**config.mk**
```make
export PLATFORM = sky130hd
export DESIGN_NAME = pfs_pin_select
export DESIGN_NICKNAME = d
export VERILOG_FILES = /design/src/common/pfs_pkg.sv /design/src/hw/pfs_pin_cell.sv /design/src/hw/pfs_pin_select.sv
export SDC_FILE = /design/constraint.sdc
export NUM_CORES = 1
export LEC_CHECK = 0
export ABC_AREA = 1
export ABC_CLOCK_PERIOD_IN_PS = 9000
export BUFFER_PORTS_ARGS = -buffer_cell sky130_fd_sc_hd__buf_2
export CAP_MARGIN = 30
export CORE_UTILIZATION = 40
export CTS_CLUSTER_SIZE = 10
export DETAILED_ROUTE_END_ITERATION = 10
export PLACE_DENSITY_LB_ADDON = 0.08
export SLEW_MARGIN = 20
export SYNTH_ARGS = -nofsm -noshare
export SYNTH_HDL_FRONTEND = slang
export SYNTH_SLANG_ARGS = --single-unit
```
**constraint.sdc**
```tcl
create_clock -name clk_i -period 9 [get_ports clk_i]
set_clock_uncertainty 0.1 [all_clocks]
set_input_delay 0.45 -clock clk_i [delete_from_list [all_inputs] [get_ports clk_i]]
set_output_delay 0.45 -clock clk_i [all_outputs]
set_load 0.05 [all_outputs]
```
**src/common/pfs_pkg.sv**
```systemverilog
package pfs_pkg;

  localparam int PFS_NUM_REGS  = 4;
  localparam int PFS_NUM_PINS  = 28;
  localparam int PFS_NUM_SLOTS = 5;
  localparam int PFS_SEL_W     = 4;

  // register byte offsets
  localparam logic [11:0] PFS_SEL0_OFFSET = 12'h000;
  localparam logic [11:0] PFS_SEL1_OFFSET = 12'h004;
  localparam logic [11:0] PFS_SEL2_OFFSET = 12'h008;
  localparam logic [11:0] PFS_SEL3_OFFSET = 12'h00C;
  localparam logic [31:0] PFS_SEL_RESET   = 32'h0000_0000;

  localparam logic [1:0] PFS_RESP_OKAY   = 2'b00;
  localparam logic [1:0] PFS_RESP_SLVERR = 2'b10;

  // per-pin candidate functions, one slot per select code 0h, 1h, 2h, 4h, 8h
  typedef struct packed {
    logic [PFS_NUM_SLOTS-1:0] dout;
    logic [PFS_NUM_SLOTS-1:0] oe;
  } pfs_fn_t;

  // pad drive, output enable active low
  typedef struct packed {
    logic dout;
    logic oen;
  } pfs_pad_t;

  typedef enum logic [0:0] {
    PFS_WR_COLLECT = 1'b0,
    PFS_WR_RESP    = 1'b1
  } pfs_wr_state_t;

  typedef enum logic [0:0] {
    PFS_RD_IDLE = 1'b0,
    PFS_RD_RESP = 1'b1
  } pfs_rd_state_t;

  // bit position of each pin's select field across the four registers, pin 27 first
  localparam logic [PFS_NUM_PINS-1:0][6:0] PFS_SEL_POS = {
    7'd108, 7'd112, 7'd116, 7'd120, 7'd124,
    7'd64, 7'd68, 7'd72, 7'd76, 7'd80, 7'd84, 7'd88, 7'd92,
    7'd32, 7'd36, 7'd40, 7'd44, 7'd48, 7'd52, 7'd56, 7'd60,
    7'd0, 7'd4, 7'd8, 7'd12, 7'd16, 7'd20, 7'd24
  };

  // codes that name a function, pin 27 first
  localparam logic [PFS_NUM_PINS-1:0][15:0] PFS_VALID_MASK = {
    16'h0017, 16'h0017, 16'h0017, 16'h0016, 16'h0016,
    16'h0117, 16'h0017, 16'h0017, 16'h0017, 16'h0017, 16'h0017, 16'h0017, 16'h0017,
    16'h0117, 16'h0107, 16'h0107, 16'h0107, 16'h0107, 16'h0107, 16'h0107, 16'h0117,
    16'h0113, 16'h0113, 16'h0103, 16'h0103, 16'h0117, 16'h0117, 16'h0117
  };

  // codes whose function may drive the pad (output or bidirectional), pin 27 first
  localparam logic [PFS_NUM_PINS-1:0][15:0] PFS_DRIVE_MASK = {
    16'h0016, 16'h0012, 16'h0016, 16'h0012, 16'h0016,
    16'h0112, 16'h0016, 16'h0016, 16'h0016, 16'h0016, 16'h0012, 16'h0016, 16'h0016,
    16'h0112, 16'h0106, 16'h0106, 16'h0106, 16'h0106, 16'h0102, 16'h0106, 16'h0112,
    16'h0112, 16'h0112, 16'h0102, 16'h0102, 16'h0116, 16'h0102, 16'h0116
  };

  // select code to slot index
  function automatic logic [2:0] pfs_slot(input logic [PFS_SEL_W-1:0] code);
    logic [2:0] s;
    s = 3'd0;
    case (code)
      4'h1:    s = 3'd1;
      4'h2:    s = 3'd2;
      4'h4:    s = 3'd3;
      4'h8:    s = 3'd4;
      default: s = 3'd0;
    endcase
    return s;
  endfunction

endpackage

```
**src/hw/pfs_pin_cell.sv**
```systemverilog
module pfs_pin_cell
  import pfs_pkg::*;
#(
  parameter logic [15:0] VALID_MASK = 16'h0000,
  parameter logic [15:0] DRIVE_MASK = 16'h0000
) (
  input  wire logic                       clk_i,
  input  wire logic                       rst_n_i,
  input  wire logic [pfs_pkg::PFS_SEL_W-1:0] sel_i,
  input  wire pfs_pkg::pfs_fn_t           fn_i,
  output pfs_pkg::pfs_pad_t               pad_o
);

  logic [2:0] slot;
  logic       drive;
  pfs_pad_t   pad_nxt;

  // peripheral mode is never checked, only the selected slot's request is honoured
  assign slot  = pfs_slot(sel_i);
  // reserved and input-only codes leave the pad released
  assign drive = VALID_MASK[sel_i] & DRIVE_MASK[sel_i] & fn_i.oe[slot];
  assign pad_nxt.dout = drive & fn_i.dout[slot];
  assign pad_nxt.oen  = ~drive;

  always_ff @(posedge clk_i or negedge rst_n_i) begin
    if (!rst_n_i) begin
      pad_o <= '{dout: 1'b0, oen: 1'b1};
    end else begin
      pad_o <= pad_nxt;
    end
  end

endmodule // pfs_pin_cell

```
**src/hw/pfs_pin_select.sv**
```systemverilog
// Overview of operation
// first register bits 27-24 route core input 16, mute, core output 16, uart2_request_to_send, gpio0.9
// first register bits 23-20: core input 17, hi-rate tx clock, usb ref, uart1_clear_to_send, gpio0.10
// reg0 bits 19-16: core in 18, hi-rate rx clock, core out 18, uart1_request_to_send, gpio0.11
// first register bits 15-12 and 11-8 route core inputs, audio frame syncs, gpio0.12/13
// first register bits 7-4 and 3-0 route core inputs, audio bit clocks, core outputs, gpio0.14/15
// second register bits 31-28 route core input 8, serializer 8, serport1 clock, capture1, gpio0.0
// second register middle six fields: tristate, serializers 9-14, serport1 signals, gpio0.1-6
// second register bits 3-0: tristate, serializer 15, pwm0 trip, capture2, gpio0.7
// third register bits 31-28: serport0 clock, serializer 0, capture0, gpio8.7; 5h-Fh undefined
// third register bits 27-8: tristate, serializers 1-5, serport0 signals, gpio1.9-13
// third register bits 7-4: core input 6, serializer 6, serport0 rx clock, gpio1.14
// third register bits 3-0: core input 7, serializer 7, pwm1 trip, core out 17, gpio1.15
// fourth register bits 31-24: 0 reserved, spi0 selects 2/3, uart0_request_to_send/cts, gpio8.1/2
// fourth register bits 23-16: tristate, spi0 selects 4/5, uart0_transmit_data/rxd, gpio8.3/4
// fourth register bits 15-12: tristate, spi0_slave_in_master_out, pwm sync out, gpio8.5
// software avoids reserved codes since the pin behaviour is then undefined
// every select field is read/write and clears to zero on reset
// selects steer only output data and enable; pad input reaches all peripherals
// the mux never checks that a peripheral's mode matches its selected pin
// a register write changes pad routing from the following cycle; here the register changes then and the registered pads_o one cycle later
//
// Chosen here: the AXI4-Lite register port and the register offsets.
module pfs_pin_select
  import pfs_pkg::*;
#(
  parameter int ADDR_W = 12
) (
  input  wire logic                                    clk_i,
  input  wire logic                                    nrst_i,
  input  wire logic [ADDR_W-1:0]                       s_axi_awaddr_i,
  input  wire logic                                    s_axi_awvalid_i,
  output logic                                         s_axi_awready_o,
  input  wire logic [31:0]                             s_axi_wdata_i,
  input  wire logic [3:0]                              s_axi_wstrb_i,
  input  wire logic                                    s_axi_wvalid_i,
  output logic                                         s_axi_wready_o,
  output logic [1:0]                                   s_axi_bresp_o,
  output logic                                         s_axi_bvalid_o,
  input  wire logic                                    s_axi_bready_i,
  input  wire logic [ADDR_W-1:0]                       s_axi_araddr_i,
  input  wire logic                                    s_axi_arvalid_i,
  output logic                                         s_axi_arready_o,
  output logic [31:0]                                  s_axi_rdata_o,
  output logic [1:0]                                   s_axi_rresp_o,
  output logic                                         s_axi_rvalid_o,
  input  wire logic                                    s_axi_rready_i,
  input  wire pfs_pkg::pfs_fn_t [pfs_pkg::PFS_NUM_PINS-1:0] fn_i,
  output pfs_pkg::pfs_pad_t [pfs_pkg::PFS_NUM_PINS-1:0]     pads_o,
  input  wire logic [pfs_pkg::PFS_NUM_PINS-1:0]        pad_din_i,
  output logic [pfs_pkg::PFS_NUM_PINS-1:0]             pin_din_o
);

  import pfs_pkg::*;

  if (ADDR_W < 4) begin : g_addr_check
    $error("ADDR_W too narrow for four word registers");
  end

  typedef struct packed {
    logic       hit;
    logic [1:0] idx;
  } pfs_dec_t;

  // word decode of a byte address, shared by both directions
  function automatic pfs_dec_t pfs_decode(input logic [ADDR_W-1:0] addr);
    pfs_dec_t d;
    d.idx = addr[3:2];
    d.hit = (addr[ADDR_W-1:4] == '0) && (addr[1:0] == 2'b00);
    return d;
  endfunction

  logic                            rst_meta_r;
  logic                            rst_n;
  logic [PFS_NUM_PINS-1:0]         din_meta_r;
  pfs_wr_state_t                   wr_state_r;
  pfs_rd_state_t                   rd_state_r;
  logic                            awready_r;
  logic                            wready_r;
  logic                            bvalid_r;
  logic [1:0]                      bresp_r;
  logic                            arready_r;
  logic                            rvalid_r;
  logic [1:0]                      rresp_r;
  logic [31:0]                     rdata_r;
  logic [ADDR_W-1:0]               awaddr_r;
  logic [31:0]                     wdata_r;
  logic [3:0]                      wstrb_r;
  logic [PFS_NUM_REGS-1:0][31:0]   regs_r;
  logic [PFS_NUM_REGS-1:0][31:0]   regs_nxt;
  logic [4*PFS_NUM_REGS*8-1:0]     regs_flat;
  logic [PFS_NUM_PINS-1:0][3:0]    sel_w;
  logic [31:0]                     wmask;
  pfs_dec_t                        wr_dec;
  pfs_dec_t                        rd_dec;
  logic                            aw_fire;
  logic                            w_fire;
  logic                            ar_fire;
  logic                            wr_go;
  logic                            wr_en;

  // reset release through two flops
  always_ff @(posedge clk_i or negedge nrst_i) begin
    if (!nrst_i) begin
      rst_meta_r <= 1'b0;
      rst_n      <= 1'b0;
    end else begin
      rst_meta_r <= 1'b1;
      rst_n      <= rst_meta_r;
    end
  end

  // pad inputs broadcast to every sharing peripheral whatever the selects say
  always_ff @(posedge clk_i or negedge rst_n) begin
    if (!rst_n) begin
      din_meta_r <= '0;
      pin_din_o  <= '0;
    end else begin
      din_meta_r <= pad_din_i;
      pin_din_o  <= din_meta_r;
    end
  end

  // bus handshakes and decode
  assign s_axi_awready_o = awready_r;
  assign s_axi_wready_o  = wready_r;
  assign s_axi_bvalid_o  = bvalid_r;
  assign s_axi_bresp_o   = bresp_r;
  assign s_axi_arready_o = arready_r;
  assign s_axi_rvalid_o  = rvalid_r;
  assign s_axi_rresp_o   = rresp_r;
  assign s_axi_rdata_o   = rdata_r;

  assign aw_fire = s_axi_awvalid_i & awready_r;
  assign w_fire  = s_axi_wvalid_i & wready_r;
  assign ar_fire = s_axi_arvalid_i & arready_r;
  assign wr_dec  = pfs_decode(awaddr_r);
  assign rd_dec  = pfs_decode(s_axi_araddr_i);
  assign wr_go   = (wr_state_r == PFS_WR_COLLECT) & ~awready_r & ~wready_r;
  assign wr_en   = wr_go & wr_dec.hit;
  assign wmask   = {{8{wstrb_r[3]}}, {8{wstrb_r[2]}}, {8{wstrb_r[1]}}, {8{wstrb_r[0]}}};

  // write channel: take address and data in either order, then answer
  always_ff @(posedge clk_i or negedge rst_n) begin
    if (!rst_n) begin
      wr_state_r <= PFS_WR_COLLECT;
      awready_r  <= 1'b1;
      wready_r   <= 1'b1;
      bvalid_r   <= 1'b0;
      bresp_r    <= PFS_RESP_OKAY;
      awaddr_r   <= '0;
      wdata_r    <= 32'h0000_0000;
      wstrb_r    <= 4'h0;
    end else begin
      case (wr_state_r)
        PFS_WR_COLLECT: begin
          if (aw_fire) begin
            awaddr_r  <= s_axi_awaddr_i;
            awready_r <= 1'b0;
          end
          if (w_fire) begin
            wdata_r  <= s_axi_wdata_i;
            wstrb_r  <= s_axi_wstrb_i;
            wready_r <= 1'b0;
          end
          if (wr_go) begin
            bvalid_r   <= 1'b1;
            bresp_r    <= wr_dec.hit ? PFS_RESP_OKAY : PFS_RESP_SLVERR;
            wr_state_r <= PFS_WR_RESP;
          end
        end
        PFS_WR_RESP: begin
          if (s_axi_bready_i) begin
            bvalid_r   <= 1'b0;
            awready_r  <= 1'b1;
            wready_r   <= 1'b1;
            wr_state_r <= PFS_WR_COLLECT;
          end
        end
        default: begin
          wr_state_r <= PFS_WR_COLLECT;
        end
      endcase
    end
  end

  // select registers with byte strobes
  for (genvar r = 0; r < PFS_NUM_REGS; r++) begin : g_reg
    assign regs_nxt[r] = (wr_en && (wr_dec.idx == 2'(r))) ?
                         ((regs_r[r] & ~wmask) | (wdata_r & wmask)) : regs_r[r];
  end

  always_ff @(posedge clk_i or negedge rst_n) begin
    if (!rst_n) begin
      regs_r <= {PFS_NUM_REGS{PFS_SEL_RESET}};
    end else begin
      regs_r <= regs_nxt;
    end
  end

  // read channel: data one cycle after the address is taken
  always_ff @(posedge clk_i or negedge rst_n) begin
    if (!rst_n) begin
      rd_state_r <= PFS_RD_IDLE;
      arready_r  <= 1'b1;
      rvalid_r   <= 1'b0;
      rresp_r    <= PFS_RESP_OKAY;
      rdata_r    <= 32'h0000_0000;
    end else begin
      case (rd_state_r)
        PFS_RD_IDLE: begin
          if (ar_fire) begin
            arready_r  <= 1'b0;
            rvalid_r   <= 1'b1;
            rdata_r    <= rd_dec.hit ? regs_r[rd_dec.idx] : 32'h0000_0000;
            rresp_r    <= rd_dec.hit ? PFS_RESP_OKAY : PFS_RESP_SLVERR;
            rd_state_r <= PFS_RD_RESP;
          end
        end
        PFS_RD_RESP: begin
          if (s_axi_rready_i) begin
            rvalid_r   <= 1'b0;
            arready_r  <= 1'b1;
            rd_state_r <= PFS_RD_IDLE;
          end
        end
        default: begin
          rd_state_r <= PFS_RD_IDLE;
        end
      endcase
    end
  end

  // per-pin output mux
  assign regs_flat = regs_r;

  for (genvar p = 0; p < PFS_NUM_PINS; p++) begin : g_pin
    assign sel_w[p] = regs_flat[PFS_SEL_POS[p] +: PFS_SEL_W];
    pfs_pin_cell #(
      .VALID_MASK (PFS_VALID_MASK[p]),
      .DRIVE_MASK (PFS_DRIVE_MASK[p])
    ) u_cell (
      .clk_i   (clk_i),
      .rst_n_i (rst_n),
      .sel_i   (sel_w[p]),
      .fn_i    (fn_i[p]),
      .pad_o   (pads_o[p])
    );
  end

  // checks on routing and register behaviour
  logic wr_seen_r;
  always_ff @(posedge clk_i or negedge rst_n) begin
    if (!rst_n) begin
      wr_seen_r <= 1'b0;
    end else begin
      wr_seen_r <= wr_en;
    end
  end

  property p_r1_uart2_request_to_send;
    @(posedge clk_i) disable iff (!rst_n)
    (sel_w[0] == 4'h4) |=>
      (pads_o[0].oen == !$past(fn_i[0].oe[3])) && (pads_o[0].dout == $past(fn_i[0].dout[3] & fn_i[0].oe[3]));
  endproperty
  a_r1_uart2_request_to_send: assert property (p_r1_uart2_request_to_send) else $error("pin 0 code 4h not routed");

  property p_r2_input_only;
    @(posedge clk_i) disable iff (!rst_n)
    (sel_w[1] == 4'h2) ##1 (sel_w[1] == 4'h2) |-> pads_o[1].oen && !pads_o[1].dout;
  endproperty
  a_r2_input_only: assert property (p_r2_input_only) else $error("usb ref clock pin driven");

  property p_r6_capture1;
    @(posedge clk_i) disable iff (!rst_n)
    (sel_w[7] == 4'h4) |=> pads_o[7].oen == !$past(fn_i[7].oe[3]);
  endproperty
  a_r6_capture1: assert property (p_r6_capture1) else $error("capture1 enable not routed");

  property p_r7_tristate;
    @(posedge clk_i) disable iff (!rst_n)
    (sel_w[8] == 4'h0) |=> pads_o[8].oen && !pads_o[8].dout;
  endproperty
  a_r7_tristate: assert property (p_r7_tristate) else $error("pin 8 not released at code 0");

  property p_r9_undefined;
    @(posedge clk_i) disable iff (!rst_n)
    (sel_w[15] >= 4'h5) |=> pads_o[15].oen;
  endproperty
  a_r9_undefined: assert property (p_r9_undefined) else $error("undefined code drives pin 15");

  property p_r12_gpio;
    @(posedge clk_i) disable iff (!rst_n)
    (sel_w[22] == 4'h8) |=> pads_o[22].dout == $past(fn_i[22].dout[4] & fn_i[22].oe[4]);
  endproperty
  a_r12_gpio: assert property (p_r12_gpio) else $error("gpio1.15 data not routed");

  property p_r13_reserved;
    @(posedge clk_i) disable iff (!rst_n)
    (sel_w[23] == 4'h0) |=> pads_o[23].oen;
  endproperty
  a_r13_reserved: assert property (p_r13_reserved) else $error("reserved code drives pin 23");

  property p_r17_reset_clear;
    @(posedge clk_i) disable iff (!rst_n)
    $rose(rst_n) |-> (regs_r == '0) && pads_o[8].oen;
  endproperty
  a_r17_reset_clear: assert property (p_r17_reset_clear) else $error("registers not clear after reset");

  property p_r18_input_path;
    @(posedge clk_i) disable iff (!rst_n)
    $past(rst_n, 2) |-> pin_din_o == $past(pad_din_i, 2);
  endproperty
  a_r18_input_path: assert property (p_r18_input_path) else $error("pad input not passed through");

  property p_r20_write_update;
    @(posedge clk_i) disable iff (!rst_n)
    (wr_en && (wr_dec.idx == 2'd1) && (wstrb_r == 4'hF)) |=>
      (regs_r[1] == $past(wdata_r)) && wr_seen_r && bvalid_r;
  endproperty
  a_r20_write_update: assert property (p_r20_write_update) else $error("write not applied next cycle");

endmodule // pfs_pin_select

```
==> flow_summary.ini, run 1 <==
[detailed_routing]
routed.top_layer = met5
drt-wirelength-per-cell_um = 15.5
via_count = 15800
dr.first_iter.drc_count = 822
wirelength_um = 49700
drt_via_density = 4.93
drtAntennaViolNets = 0
met2_wirelength_um = 23700
drc = 0
wl_met3_um = 3320
firstDrtPassIters = 8
detail_route.wirelength.met1_um = 21900

[timing]
fin_crit_ps = 2520
timing.setup.tns_ps = 0
tightestPinTransition_ps = 831
endpoints_failing_setup = 0
timing.max_slew.rel_slack_pct = 44.5
hold_ws_ps = 27.9
hold_viol_final = 0
drv_slew = 0
period_share_pct = 28.0
setup_repair_after_global_routing_missed_its_margin = no
clock.fmax_mhz = 396

[floorplan]
die_width_um = 209
coreArea_um2 = 42000
start_util_pct = 40.6
fp-row-count = 75
top_level_ports = 500
die_y_um = 209
die_area_um2 = 43500

[critical_path]
ff2ff_path_depth = 3
crit_path_end_kind = async pin
setup.worst_path.start_class = register
required_ps = 9480
ff2ff_setup_slack_ps = 6480
crit-reg2reg-launch = rst_n
worstSetupPathType = register to async pin
r2r_end = s_axi_rresp_o[1]
crit_path_start = rst_n
crit_arrival_ps = 3000
cp_max_fo = 139

[logic_synthesis]
synth-xor-area-share_pct = 0
synth.area.mux_share_pct = 0.659
syn_avg_cell_area_um2 = 8.07
top_flip_flop_cell_by_instance_count_after_synthesis = dfrtp_1
adder_and_majority_cell_fraction_of_the_synthesized_area_pct = 4.84
syn_inst = 2116
synth.cell_area_um2 = 17100
async_reset_ff_share_pct = 100
synthSimpleGateAreaFrac_pct = 26.4
synth_enable_flop_cells = 0
synth-compound-area-share_pct = 12.2
ys_seq_area_share_pct = 48.7
ys_warn_count = 0
distinct_cell_type_count_after_synthesis = 41
dominant_combinational_cell_family_by_area_after_synthesis = simple AND/OR/NAND/NOR gates
ys_ff_latch = 331

[finish]
multiInputGateArea_um2 = 7570
layout.area.seq_um2 = 8330
final_cell_mix = nand2_1 (567), buf_2 (462), dfrtp_1 (299)
areaGrowthSynthToFinish_pct = 27.4
final.fill_count = 4094
final_common_cell = nand2_1
design_area_um2 = 21800
layout.nets = 3074
drive_gt1_share_pct = 23.8

[global_route]
grt_overflow = 0
grt_first_pass_wirelength_um = 80300
grt_pass1_vias = 15700
pin_count_of_the_biggest_net_entering_global_routing = 140
global_route.usage.total_pct = 23.1
antenna_found_initial = 6

[cts]
htree_levels = 2
clock_sinks = 331
cts_resized = 0
cts.clk_slew.worst_paths_ps = 60
tritoncts_clock_tree = yes
post_cts_setup_driven_buffer_insertion_count = 0
clock_latency_ps = 570
clock_tree.root_cell = clkbuf_16
largest_buffer_count_on_any_clock_path = 3
cts-buffers-inserted = 41

[power_and_ir_drop]
power.ir.vdd_worst_mv = 0.168
power.static_leakage_nw = 11.1
power-per-cell-area_nw_per_um2 = 182

[min_path]
hold_sp = s_axi_wstrb_i[3]
worst_hold_path.num_cells = 2
min_delay_worst_endpoint = wstrb_r[3]
hold_path.class = input pin to register

[placement]
dpl.hpwl_um = 35800
placement.cell_area_um2 = 19900
buffer_ports.inserted = 463
routabilityCongestion = 0.870

[run]
maxCapViolations = 0

[status]
outcome = complete, no violations
-- routing by layer --
metal,vias up,GRT usage (%)
met4,2,6.57
met1,7404,29.4
met3,53,5.43
li1,7950,-
met2,411,39.0
met5,-,0
-- cell usage after synthesis (all sizes together), types with 6 or more instances --
master	count	area share, %
a21oi	120	3.5
buf	25	1.1
clkbuf	30	0.66
dfrtp	300	44
dfstp	31	4.8
ha	66	4.8
inv	240	5.3
mux2	10	0.66
nand2	567	12
nand3	270	8.7
nand3b	20	0.88
nand4	13	0.48
nor2	153	3.4
o211ai	6	0.26
o21ai	235	7.8
-- worst max-delay path: stages, from the launching register on --
cell     delay, ps
dfrtp_4        680
buf_16         290
buf_4          630
buf_12         580
-- cell families after synthesis --
group / after synthesis
flops: 331
other cells: 2
compound gates: 374
buf+inv: 296
fa+ha+maj: 66
mux: 10
simple gates: 1037
-- area by class of cell --
cell class / instances / area share (%)
timing repair buffer: 528 / 13.9
antenna: 6 / 0.0690
clock inverter: 6 / 0.270
inverter: 241 / 4.16
clock buffer: 69 / 5.43
multi-input combinational: 1490 / 34.8
sequential: 331 / 38.3
tap: 539 / 3.10
-- stage by stage --
| step | cells | total power [mW] | utilization [%] | setup slack (ps) |
|---|---|---|---|---|
| global route | 3206 | 4.15 | 51.7 | 6050 |
| CTS | 3203 | 4.01 | 51.7 | 6340 |
| detailed placement | 3074 | 2.42 | 47.4 | 6360 |
| floorplan | 2117 | 2.15 | - | 3520 |
| global placement | 3071 | 2.39 | 47.3 | 6170 |
| finish | 3210 | 3.95 | 51.8 | 6480 |
-- worst max path at each step --
| stage | cells past startpoint | endpoint |
|---|---|---|
| 2_1_floorplan | 0 | async pin |
| 3_3_place_gp | 2 | g_pin[24].u_cell.pad_o[1] |
| 3_5_place_dp | 3 | g_pin[24].u_cell.pad_o[1] |
| 4_1_cts | 3 | g_pin[16].u_cell.pad_o[1] |
| 5_1_grt | 3 | g_pin[24].u_cell.pad_o[1] |
| 6_report | 3 | s_axi_rresp_o[1] |
-- power by group --
| group | total (mW) | switching [mW] | internal (mW) |
|---|---|---|---|
| clock | 1.54 | 0.645 | 0.898 |
| combinational | 0.654 | 0.437 | 0.217 |
| sequential | 1.76 | 0.127 | 1.63 |
| total | 3.95 | 1.21 | 2.74 |
-- repair_timing --
item | 4_1_cts | 5_1_grt
endpoints found under the hold margin | 55 | 0
endpoints found under the setup margin | 0 | 0
hold buffers | 54 | 0
No activity file was read; power rests on OpenSTA's default activity.
==> inputs of run 2 (changes only) <==
--- a/config.mk
+++ b/config.mk
@@ -6,7 +6,7 @@
 export NUM_CORES = 1
 export LEC_CHECK = 0
 export ABC_AREA = 1
-export ABC_CLOCK_PERIOD_IN_PS = 9000
+export ABC_CLOCK_PERIOD_IN_PS = 2400
 export BUFFER_PORTS_ARGS = -buffer_cell sky130_fd_sc_hd__buf_2
 export CAP_MARGIN = 30
 export CORE_UTILIZATION = 40
==> constraint.sdc (replaced) <==
create_clock -name clk_i -period 2.4 [get_ports clk_i]
set_clock_uncertainty 0.1 [all_clocks]
set_input_delay 0.12 -clock clk_i [delete_from_list [all_inputs] [get_ports clk_i]]
set_output_delay 0.12 -clock clk_i [all_outputs]
set_load 0.05 [all_outputs]
==> flow_summary.ini, run 2 (synthesis gave the netlist of run 1 again) <==
[finish]
final.fill_count = 3975
final_core_utilization_pct = 56.3
final_cell_mix = nand2_1 (561), buf_2 (462), dfrtp_1 (299)
design_area_um2 = 23700
final_common_cell = nand2_1
layout.nets = 3252
areaGrowthSynthToFinish_pct = 38.5
drive_gt1_share_pct = 23.6

[critical_path]
timing.critical_path.max_delay_family = buffers and inverters
crit_path_cell_chain = inv_1, ha_1, nand3_2, nand2_1, nand2_1, nand3_1, nand3_1, nand2_1, dlygate4sd3_1, nand2_1, inv_1
cpMaxStageDelayCell = dlygate4sd3_1
crit_arrival_ps = 2640
cpMostUsedCell = nand2_1
critical_path.max_stage_delay_ps = 570
required_ps = 2780
worstSetupPathType = register to register
setup.worst_path.start_class = register
worstPathBufferInverterCount = 3
crit_path_end_kind = register
cp_max_fo = 7

[timing]
drv_slew = 0
period_share_pct = 94.2
endpoints_failing_setup = 0
timing.setup.tns_ps = 0
fin_crit_ps = 2260
tightestPinTransition_ps = 675
setup_repair_after_global_routing_missed_its_margin = yes
hold_viol_final = 0
hold_ws_ps = 69.7
clock.fmax_mhz = 442
timing.max_slew.rel_slack_pct = 55.0

[detailed_routing]
drtAntennaViolNets = 0
drt-wirelength-per-cell_um = 15.2
wirelength_um = 51600
drt_via_density = 4.90
firstDrtPassIters = 6
dr.first_iter.drc_count = 892
via_count = 16600
drc = 0

[floorplan]
fp-row-count = 75
die_area_um2 = 43500
start_util_pct = 40.6
coreArea_um2 = 42000
die_width_um = 209
die_y_um = 209
top_level_ports = 500

[cts]
clock_tree.root_cell = clkbuf_16
cts.clk_slew.worst_paths_ps = 60
cts-buffers-inserted = 42
largest_buffer_count_on_any_clock_path = 3
clock_sinks = 331
tritoncts_clock_tree = yes
clock_latency_ps = 560
htree_levels = 2

[global_route]
grt.met2_usage_pct = 41.9
antenna_found_initial = 4
grt_first_pass_wirelength_um = 84400
grt_overflow = 0
met3_usage_pct = 5.20
grt_most_used_layer = met2
use_met1_pct = 29.7
pin_count_of_the_biggest_net_entering_global_routing = 102
global_route.usage.total_pct = 24.0
grt_pass1_vias = 16900

[power_and_ir_drop]
power.ir.vdd_worst_mv = 0.599
power.static_leakage_nw = 11.8
power-per-cell-area_nw_per_um2 = 648

[placement]
buffer_ports.inserted = 463
dpl.hpwl_um = 36400
routabilityCongestion = 0.868
placement.cell_area_um2 = 20100

[status]
outcome = complete, no violations

[run]
maxCapViolations = 0

[min_path]
hold_path.class = input pin to register
hold_sp = s_axi_araddr_i[3]
-- run 2: changes by cell type in the layout (fill, tap and decap cells not counted), moves of 4 or more --
cell	change
dlygate4sd3_1	+163
buf_4	+12
nand3_2	+10
nand2_1	-6
buf_12	+5
nand2_2	+6
clkbuf_8	+4
nand3_1	-10
-- run 2: worst reg2reg max path: stages, from the launching register on --
cell and delay [ps]:
dfrtp_1 420, inv_1 140, ha_1 200, nand3_2 190, nand2_1 200, nand2_1 70
nand3_1 70, nand3_1 80, nand2_1 60, dlygate4sd3_1 570, nand2_1 60, inv_1 50
-- run 2: path summary, 6_finish.rpt --
path,cells after the start,slack (ps),endpoint
min in group asynchronous,0,160,s_axi_bvalid_o
worst min register to register,0,160,s_axi_bvalid_o
worst max register to register,11,140,g_pin[2].u_cell.pad_o[1]
worst min-delay path,4,70,s_axi_rdata_o[28]
max in group asynchronous,1,1280,g_pin[25].u_cell.pad_o[0]
worst max-delay path,11,140,g_pin[2].u_cell.pad_o[1]
-- run 2: power breakdown --
group          switching [mW]  internal [mW]  total, mW  leakage, nW
clock network            2.40           3.65       6.05        0.645
logic                    1.74          0.993       2.73         6.96
registers               0.445           6.11       6.56         4.22
-- run 2: area by class of cell --
class                   instances  area (um2)  area share, %
diodes                          4        10.0         0.0423
clock buffers                  71        1250           5.29
clock inverters                 6        77.6          0.328
inverters                     241         906           3.83
multi-input cells            1490        7650           32.3
flip-flops and latches        331        8330           35.2
well taps                     539         674           2.85
repair buffers                705        4770           20.1
-- run 2: what timing repair did --
action,CTS,global route
hold buffers,217,0
hold endpoints to repair,142,0
buffers inserted,0,0
setup endpoints to repair,0,15
resized for setup,0,19
-- run 2: metrics by stage --
| step | instances | total power, mW | setup slack, ps |
|---|---|---|---|
| 3_3_place_gp | 3089 | 9.08 | 287 |
| 5_1_grt | 3387 | 16.1 | -42.8 |
| 6_report | 3387 | 15.3 | 140 |
| 4_1_cts | 3383 | 15.5 | 62.7 |
| 2_1_floorplan | 2117 | 8.06 | -961 |
| 3_5_place_dp | 3089 | 9.12 | 202 |
-- run 2: metal layers --
metal | vias to the layer above | wire, um | part of all wire, %
met5 | - | 0 | 0
li1 | 8291 | - | -
met3 | 88 | 2920 | 5.7
met4 | 0 | 1200 | 2.3
met1 | 7794 | 22400 | 43
met2 | 430 | 25100 | 49
